===== src/hdl/lrb_params.svh =====
`ifndef LRB_PARAMS_SVH
`define LRB_PARAMS_SVH
// Functional notes
// - channel-a exponent in bits 15-12 of word 0
// - upper twelve light_fraction_value bits in word 0 low
// - lower eight light_fraction_value bits in word 1 top
// - light_fraction_value is high shifted eight plus low
// - rolling 4-bit sample counter, wraps, bits 7-4
// - check bit 0 is XOR of everything
// - check bit 1 odd bits XOR
// - check bit 2 every fourth bit XOR
// - check bit 3 is light_fraction_value 3,11,19 XOR
// - channel-b words at offsets two and three
// - queued channel-a copy at offsets four, five
// - queued channel-b high word at offset six
// - all fields reset zero, host writes ignored
// ============================================================
// register offsets
`define LRB_OFF_CHA_HIGH   3'h0
`define LRB_OFF_CHA_LOW    3'h1
`define LRB_OFF_CHB_HIGH   3'h2
`define LRB_OFF_CHB_LOW    3'h3
`define LRB_OFF_QCHA_HIGH  3'h4
`define LRB_OFF_QCHA_LOW   3'h5
`define LRB_OFF_QCHB_HIGH  3'h6
// ============================================================
// field positions
`define LRB_EXP_MSB        15
`define LRB_EXP_LSB        12
`define LRB_MHI_MSB        11
`define LRB_MHI_LSB        0
`define LRB_MLO_MSB        15
`define LRB_MLO_LSB        8
`define LRB_SEQ_MSB        7
`define LRB_SEQ_LSB        4
`define LRB_CHK_MSB        3
`define LRB_CHK_LSB        0
`define LRB_MANT_SHIFT     8
// ============================================================
// reset values
`define LRB_WORD_RESET     16'h0000
`define LRB_SEQ_RESET      4'h0
`endif


===== src/hdl/lrb_pkg.sv =====
package lrb_pkg;
  typedef struct packed {
    logic [3:0]  exp;
    logic [19:0] mant;
  } lrb_sample_t;
  typedef struct packed {
    logic [3:0]  exp;
    logic [19:0] mant;
    logic [3:0]  seq;
    logic [3:0]  chk;
  } lrb_result_t;
endpackage


===== src/hdl/lrb_check_code.sv =====
`timescale 1ns/1ps
module lrb_check_code
  import lrb_pkg::*;
(
  input  wire logic [3:0]  i_exp,
  input  wire logic [19:0] i_mant,
  input  wire logic [3:0]  i_seq,
  output logic      [3:0]  o_chk
);
  assign o_chk[0] = ^i_exp ^ (^i_mant) ^ (^i_seq);
  assign o_chk[1] = i_seq[1] ^ i_seq[3] ^ i_mant[1] ^ i_mant[3] ^ i_mant[5] ^ i_mant[7]
                  ^ i_mant[9] ^ i_mant[11] ^ i_mant[13] ^ i_mant[15] ^ i_mant[17]
                  ^ i_mant[19] ^ i_exp[1] ^ i_exp[3];
  assign o_chk[2] = i_seq[3] ^ i_mant[3] ^ i_mant[7] ^ i_mant[11] ^ i_mant[15]
                  ^ i_mant[19] ^ i_exp[3];
  assign o_chk[3] = i_mant[3] ^ i_mant[11] ^ i_mant[19];
endmodule


===== src/hdl/lrb_result_bank.sv =====
`timescale 1ns/1ps
`include "lrb_params.svh"
module lrb_result_bank
  import lrb_pkg::*;
#(
  parameter int NCH = 2
) (
  input  wire logic              i_clk,
  input  wire logic              i_rst,
  input  wire logic [NCH-1:0]    i_conv_done,
  input  wire lrb_sample_t       i_sample [NCH],
  input  wire logic              i_rd_en,
  input  wire logic [2:0]        i_rd_addr,
  input  wire logic              i_wr_en,
  input  wire logic [2:0]        i_wr_addr,
  input  wire logic [15:0]       i_wr_data,
  output logic      [15:0]       o_rd_data,
  output logic                   o_rd_valid
);
  // ============================================================
  // per-channel result store
  lrb_result_t cur_q  [NCH];
  lrb_result_t qd_q   [NCH];
  logic [3:0]  seq_nx [NCH];
  logic [3:0]  chk_nx [NCH];

  for (genvar c = 0; c < NCH; c++) begin : g_ch
    assign seq_nx[c] = cur_q[c].seq + 4'h1;
    lrb_check_code u_chk (
      .i_exp  (i_sample[c].exp),
      .i_mant (i_sample[c].mant),
      .i_seq  (seq_nx[c]),
      .o_chk  (chk_nx[c])
    );
    // fields and checks go in one edge so a read never sees a torn set
    always_ff @(posedge i_clk or posedge i_rst) begin
      if (i_rst) begin
        cur_q[c] <= '0;
        qd_q[c]  <= '0;
      end else if (i_conv_done[c]) begin
        qd_q[c]  <= cur_q[c];
        cur_q[c] <= '{exp: i_sample[c].exp, mant: i_sample[c].mant,
                      seq: seq_nx[c], chk: chk_nx[c]};
      end
    end
  end

  // ============================================================
  // word formatting
  function automatic logic [15:0] high_word(input lrb_result_t r);
    high_word = {r.exp, r.mant[19:`LRB_MANT_SHIFT]};
  endfunction
  function automatic logic [15:0] low_word(input lrb_result_t r);
    low_word = {r.mant[`LRB_MANT_SHIFT-1:0], r.seq, r.chk};
  endfunction

  logic [15:0] rd_d;
  always_comb begin
    case (i_rd_addr)
      `LRB_OFF_CHA_HIGH:  rd_d = high_word(cur_q[0]);
      `LRB_OFF_CHA_LOW:   rd_d = low_word(cur_q[0]);
      `LRB_OFF_CHB_HIGH:  rd_d = high_word(cur_q[1]);
      `LRB_OFF_CHB_LOW:   rd_d = low_word(cur_q[1]);
      `LRB_OFF_QCHA_HIGH: rd_d = high_word(qd_q[0]);
      `LRB_OFF_QCHA_LOW:  rd_d = low_word(qd_q[0]);
      `LRB_OFF_QCHB_HIGH: rd_d = high_word(qd_q[1]);
      default:            rd_d = `LRB_WORD_RESET;
    endcase
  end

  // writes are accepted on the port but nothing is stored
  always_ff @(posedge i_clk or posedge i_rst) begin
    if (i_rst) begin
      o_rd_data  <= `LRB_WORD_RESET;
      o_rd_valid <= 1'b0;
    end else begin
      o_rd_valid <= i_rd_en;
      if (i_rd_en) begin
        o_rd_data <= rd_d;
      end
    end
  end

  // ============================================================
  // checks
  wire [3:0] ref_chk = {^{cur_q[0].mant[3], cur_q[0].mant[11], cur_q[0].mant[19]},
                        1'b0, 1'b0, ^{cur_q[0].exp, cur_q[0].mant, cur_q[0].seq}};
  seq_wrap_a: assert property (@(posedge i_clk) disable iff (i_rst)
    i_conv_done[0] |=> cur_q[0].seq == $past(cur_q[0].seq) + 4'h1)
    else $error("sample counter did not advance");
  chk_b0_a: assert property (@(posedge i_clk) disable iff (i_rst)
    cur_q[0].chk[0] == ref_chk[0])
    else $error("check bit 0 mismatch");
  chk_b3_a: assert property (@(posedge i_clk) disable iff (i_rst)
    cur_q[0].chk[3] == ref_chk[3])
    else $error("check bit 3 mismatch");
  queue_push_a: assert property (@(posedge i_clk) disable iff (i_rst)
    i_conv_done[1] |=> qd_q[1] == $past(cur_q[1]))
    else $error("queued copy not pushed");
  hold_idle_a: assert property (@(posedge i_clk) disable iff (i_rst)
    !i_conv_done[0] |=> $stable(cur_q[0]))
    else $error("result changed without conversion");
  read_high_a: assert property (@(posedge i_clk) disable iff (i_rst)
    i_rd_en && i_rd_addr == `LRB_OFF_CHA_HIGH && !i_conv_done[0]
    |=> o_rd_data == {cur_q[0].exp, cur_q[0].mant[19:8]})
    else $error("high word layout wrong");
  read_low_a: assert property (@(posedge i_clk) disable iff (i_rst)
    i_rd_en && i_rd_addr == `LRB_OFF_CHB_LOW && !i_conv_done[1]
    |=> o_rd_data == {cur_q[1].mant[7:0], cur_q[1].seq, cur_q[1].chk})
    else $error("channel b low word wrong");
  read_queue_a: assert property (@(posedge i_clk) disable iff (i_rst)
    i_rd_en && i_rd_addr == `LRB_OFF_QCHB_HIGH && !i_conv_done[1]
    |=> o_rd_data[15:12] == qd_q[1].exp)
    else $error("queued channel b exponent wrong");
  unmapped_a: assert property (@(posedge i_clk) disable iff (i_rst)
    i_rd_en && i_rd_addr == 3'h7 |=> o_rd_data == 16'h0000)
    else $error("unmapped read not zero");
  conv_a_c: cover property (@(posedge i_clk) i_conv_done[0] ##1 i_conv_done[0]);
  conv_both_c: cover property (@(posedge i_clk) i_conv_done == 2'b11);
  wr_ign_c: cover property (@(posedge i_clk) i_wr_en && i_conv_done[0]);
  wrap_c: cover property (@(posedge i_clk) cur_q[0].seq == 4'hF && i_conv_done[0]);
endmodule


===== config.mk =====
export PLATFORM = sky130hd
export DESIGN_NAME = lrb_result_bank
export DESIGN_NICKNAME = d
export VERILOG_FILES = /design/src/hdl/lrb_pkg.sv /design/src/hdl/lrb_check_code.sv /design/src/hdl/lrb_result_bank.sv
export VERILOG_INCLUDE_DIRS = /design/src /design/src/hdl
export SDC_FILE = /design/constraint.sdc
export NUM_CORES = 1
export LEC_CHECK = 0
export ABC_AREA = 0
export ABC_CLOCK_PERIOD_IN_PS = 10770
export BUFFER_PORTS_ARGS = -buffer_cell sky130_fd_sc_hd__buf_2
export CAP_MARGIN = 20
export CORE_UTILIZATION = 62
export CTS_CLUSTER_DIAMETER = 80
export CTS_CLUSTER_SIZE = 24
export DETAILED_ROUTE_END_ITERATION = 6
export PLACE_DENSITY = 0.86
export REMOVE_ABC_BUFFERS = 1
export SLEW_MARGIN = 10
export SYNTH_ARGS = -nofsm -noshare
export SYNTH_HDL_FRONTEND = slang
export SYNTH_SLANG_ARGS = --single-unit

===== constraint.sdc =====
create_clock -name i_clk -period 10.77 [get_ports i_clk]
set_input_delay 0.5385 -clock i_clk [delete_from_list [all_inputs] [get_ports i_clk]]
set_output_delay 0.5385 -clock i_clk [all_outputs]
set_load 0.02 [all_outputs]

### Word-level counts from Yosys, hierarchy flattened

Index checks and enable logic that the tools add are counted.

| cells by class | value |
|---|---|
| equal/unequal tests | 6 |
| add/sub/neg operators | 2 |
| mux-type cells | 1 |
| reduce and logical (&&, ||, !) cells | 7 |
| bitwise operators | 46 |

Operator list:

| operator | number |
|---|---|
| case mux 16 bit (7 select lines) | 1 |
| XOR 1 bit | 46 |
| XOR reduction 20 bit | 2 |
| XOR reduction 4 bit | 4 |
| == test 3 bit (second input constant) | 3 |
| adder 4 x 1 -> 4 bit (second input constant) | 2 |
| == test 3 x 2 -> 1 bit (second input constant) | 2 |
| == test 3 x 1 -> 1 bit (second input constant) | 1 |
| zero test 3 bit | 1 |

| storage, ports and cells | value |
|---|---|
| logic and storage cells | 78 |
| register bits after elaboration | 137 |
| output and inout port bits | 17 |

### Logic depth before layout (Yosys ltp)

| logic depth | value |
|---|---|
| depth in word-level cells | 14 |
| depth in mapped cells | 7 |
| gate-level depth less buffers | 6 |

### Hierarchy

From an unflattened synthesis, not the netlist that was laid out.

| second synthesis, totals | value |
|---|---|
| cell total of the unflattened synthesis | 509 |
| area, all modules | 6379.9 um^2 |

By module, submodules not included:

| module | area an instance (um^2) | instances | cells each | sequential area each (um^2) |
|---|---|---|---|---|
| lrb_result_bank | 5849.4 | 1 | 459 | 3228.1 |
| lrb_check_code | 265.3 | 2 | 25 | 0.0 |

### Least setup slack after synthesis

No wires, ideal clock.

| path | value |
|---|---|
| path kind | input-to-reg |
| from | input port i_sample[43] (netlist name) |
| to | register cur_q[32] (netlist name) |
| stages on the path | 5 |
| arrival time | 2.285 ns |
| required time | 10.645 ns |
| slack | 8.360 ns |
| buffers on the path | 0 |
| cells stage by stage | xnor3_1 > xnor3_2 > xnor3_1 > xnor3_1 > mux2_4 |

| on the way | value |
|---|---|
| word-level cells in the longest chain between the ends | 3 |

Ends and longest elaborated chain:

| item | line | source |
|---|---|---|
| start: declaration | lrb_result_bank.sv:11 | `input wire lrb_sample_t i_sample [NCH],` |
| XOR reduction 20 bit | lrb_check_code.sv:10 | `assign o_chk[0] = ^i_exp ^ (^i_mant) ^ (^i_seq);` |
| XOR 1 bit (2 in series) | lrb_check_code.sv:10 |  |
| end signal: indexed assignment | lrb_result_bank.sv:42 | `cur_q[c] <= '{exp: i_sample[c].exp, mant: i_sample[c].mant,` |
| end: declaration | lrb_result_bank.sv:22 | `lrb_result_t cur_q [NCH];` |

No other way between the ends.
A chain may end at the register's enable or synchronous reset.

### Final worst setup path

| path | value |
|---|---|
| from | register cur_q[36] (netlist name) |
| to | register cur_q[32] (netlist name) |

| on the way | value |
|---|---|
| word-level cells in the longest chain between the ends | 3 |

Ends and longest elaborated chain:

| item | line | source |
|---|---|---|
| adder 4 x 1 -> 4 bit | lrb_result_bank.sv:28 | `assign seq_nx[c] = cur_q[c].seq + 4'h1;` |
| net g_ch[0].u_chk.i_seq[1] | lrb_check_code.sv:7 | `input wire logic [3:0] i_seq,` |
| XOR reduction 4 bit | lrb_check_code.sv:10 |  |
| XOR 1 bit | lrb_check_code.sv:10 |  |

The timed path passes the listed nets, and every way through them passes these cells.

==> summary.md <==
| Metric | Value |
|---|---|
| Tot GR Track Use | `28.7%` |
| Deepest clock path buffer count | `2` |
| Vias | `4079` |
| Final hold vios | `0` |
| F_max | `390 MHz` |
| Vias in the first global route | `4171` |
| Hold bufs inserted after CTS | `0` |
| Hold_ws | `0.122 ns` |
| Sequential Area | `3230 um2` |
| Gr ovfl total | `0` |
| Critical path's most frequent cell | `xnor3_1` |
| GR Util met1 | `36.3%` |
| Fin Setup TNS | `0 ns` |
| Post-CTS Setup Bufs | `0` |
| Initial core utilization | `64.2%` |
| CTS buffer count | `17` |
| Max-Cap Viols | `0` |
| Distinct cells, synth | `32` |
| Gate Count Post-Synth | `470` |
| Initial drt markers | `227` |
| Hold/Removal Path Class | `in2async` |
| Chip Height | `103 um` |
| Minimum clock period | `2.56 ns` |
| Avg Cell Area, Syn | `13.4 um2` |
| Final Cell Area | `7370 um2` |
| Initial antenna violation count | `0` |
| Nets@finish | `615` |
| Most frequent cells in the layout | `129 x dfrtp_1, 104 x mux2_2, 72 x buf_2, 34 x xnor2_1, 21 x mux2i_1` |
| Routed wire length | `14000 um` |
| Die width | `103 um` |
| Crit end category | `flip-flop` |
| Most common cell after layout, fill and taps aside | `dfrtp_1` |
| Worst EP arrival | `2.98 ns` |
| GP Congestion | `0.752` |
| Psw | `0.501 mW` |
| Largest net degree at the start of global routing | `74` |
| Leakage | `3.29 nW` |
| Unrepaired setup endpoints after global routing | `false` |
| DRC viols | `0` |
| Die ar. | `10500 um2` |
| Switching share of total power | `28.2%` |
| Yosys warnings | `0` |
| Area after DPL | `6720 um2` |
| Pwr/cell area | `242 nW/um2` |
| Least-Margin Pin Slew | `0.963 ns` |
| Inserted Diodes | `0` |
| Initial DRT Pass Iterations | `4` |
| CP startpoint kind | `flip-flop` |
| Hpwl dp | `8250 um` |
| Worst skew pair latency | `0.53 ns` |
| Busiest grt layer | `met2` |
| Slew headroom | `35.8%` |
| Core area | `9770 um2` |
| Multi-input gate area | `2860 um2` |
| Rows | `36` |
| # IOs | `93` |
| Post-Syn Area | `6280 um2` |
| Clk slew on worst S/H paths | `0.06 ns` |
| Vias/cell | `5.97` |
| Number of fill cells | `604` |
| GR Util met2 | `47.4%` |
| TritonCTS clock tree | `yes` |
| Post-route ant nets | `0` |
| Sequential area share after synthesis | `51.4%` |
| Fin crit share | `23.8%` |
| Status | `finished clean` |
| Cells after DPL | `650` |
| Worst path max stage delay | `0.48 ns` |
| Post_cts resized | `0` |
| Share of cells above drive strength 1 | `41.6%` |
| Worst endpoint required time | `11.19 ns` |
| Crit Path Category | `reg2reg` |
| Fin. max-slew vios | `0` |
| Area grow syn2layout | `17.4%` |
| CTS root buffer | `clkbuf_8` |
| Final non-filler cell total | `683` |
| Logic gate share of total power | `29.1%` |
| Worst VDD drop | `0.000148 V` |
| I/O Buffers | `72` |
| Wirelength per Cell | `20.4 um` |
| #FFs+latches synth | `129` |
| Clock skew | `0.00757 ns` |
| Cell Chain, Critical Path | `ha_1 > xnor2_1 > xnor3_1 > xnor3_1 > xnor3_1 > mux2_4` |
| Global-route wire length before repair | `21900 um` |
| Internal | `1.28 mW` |
| Clk sinks | `129` |
| Worst-path fanout max | `7` |
| Grt met3 use | `6.51%` |
| H-tree depth | `4` |
| Final Setup Violations | `0` |
| R2r setup slk | `8.21 ns` |
| Seq pwr share | `37.1%` |
| Clock Power Share | `33.8%` |
| Slowest CP cell | `dfrtp_1` |
## routing by layer
layer	share of wire [%]	wire length, um
met2	51	7110
met5	0	0
met3	5.2	731
met1	41	5790
met4	2.3	325
## cell usage after synthesis
cell         n  share of area, %
a211oi_1     3              0.36
a21oi_1      3              0.24
a221oi_1     1              0.14
a22o_1       4              0.56
a22oi_1      4              0.48
a31oi_1      4              0.40
buf_1        6              0.36
buf_2        1             0.080
clkbuf_1    21               1.3
dfrtp_1    129                51
ha_1         2              0.40
inv_1       21               1.3
mux2_2     104                19
mux2_4       2              0.48
mux2i_1     21               3.3
mux4_2       8               2.9
nand2_1     19               1.1
nand2b_1     1              0.10
nand3_1      5              0.40
nand4_1      2              0.20
nor2_1       4              0.24
nor2b_1      8              0.80
o2111ai_1    1              0.14
o211ai_1     8              0.96
o21a_1       2              0.24
o21ai_0     11              0.88
o221a_2      4              0.72
o22ai_1     17               1.7
xnor2_1     34               4.7
xnor3_1     10               3.6
xnor3_2      2              0.76
xor2_1       8               1.1
## cell families after synthesis
group	synth area share, %
muxes	25.4
DFF	51.4
AOI/OAI and AO/OA	6.80
xor gates and xnor gates	10.2
buffers and inverters	2.95
and+or+nand+nor	2.87
adders and majority gates	0.399
## path summary, 6_finish.rpt
path | from | end | cells after the start
worst max-delay path | cur_q[36]$_DFFE_PP0P_ | cur_q[32]$_DFFE_PP0P_ | 6
worst min-delay path | i_rst | cur_q[49]$_DFFE_PP0P_ | 2
worst max register to register | cur_q[36]$_DFFE_PP0P_ | cur_q[32]$_DFFE_PP0P_ | 6
worst min register to register | qd_q[52]$_DFFE_PP0P_ | qd_q[52]$_DFFE_PP0P_ | 1
max in group asynchronous | i_rst | cur_q[30]$_DFFE_PP0P_ | 3
min in group i_clk | i_sample[38] | cur_q[54]$_DFFE_PP0P_ | 2
## flip-flops by register name, indices dropped and copies added (netlist names)
register,count
cur_q,64
o_rd_data,16
o_rd_valid,1
qd_q,48
## power groups by stage
stage | clock, mW | sequential, mW | combinational [mW]
after detailed placement | 0 | 0.662 | 0.504
after floorplan | 0 | 0.654 | 0.384
after global placement | 0 | 0.654 | 0.485
after CTS | 0.607 | 0.658 | 0.519
after global routing | 0.627 | 0.670 | 0.554
final | 0.602 | 0.661 | 0.518
## worst max-delay path, delay by kind of cell (launching register included)
family,cells,cell delay [ns]
mux,1,0.26
flops,1,0.48
xor+xnor,4,1.29
fa+ha+maj,1,0.42
## cell type report
| cell class | count | area share [%] |
|---|---|---|
| Clock inverter | 13 | 2.50 |
| Multi-Input combinational cell | 292 | 38.9 |
| Inverter | 21 | 1.10 |
| Sequential cell | 129 | 43.8 |
| Timing Repair Buffer | 76 | 5.47 |
| Tap cell | 133 | 2.26 |
| Clock buffer | 19 | 5.99 |
## stage by stage
step | utilization [%] | total power, mW | worst slack (ns)
floorplan | - | 1.04 | 6.79
global placement | 68.8 | 1.14 | 8.06
detailed placement | 68.8 | 1.17 | 8.00
CTS | 75.2 | 1.78 | 8.21
global route | 75.4 | 1.85 | 8.13
finish | 75.4 | 1.78 | 8.21
Power figures use the tool's default switching activity.
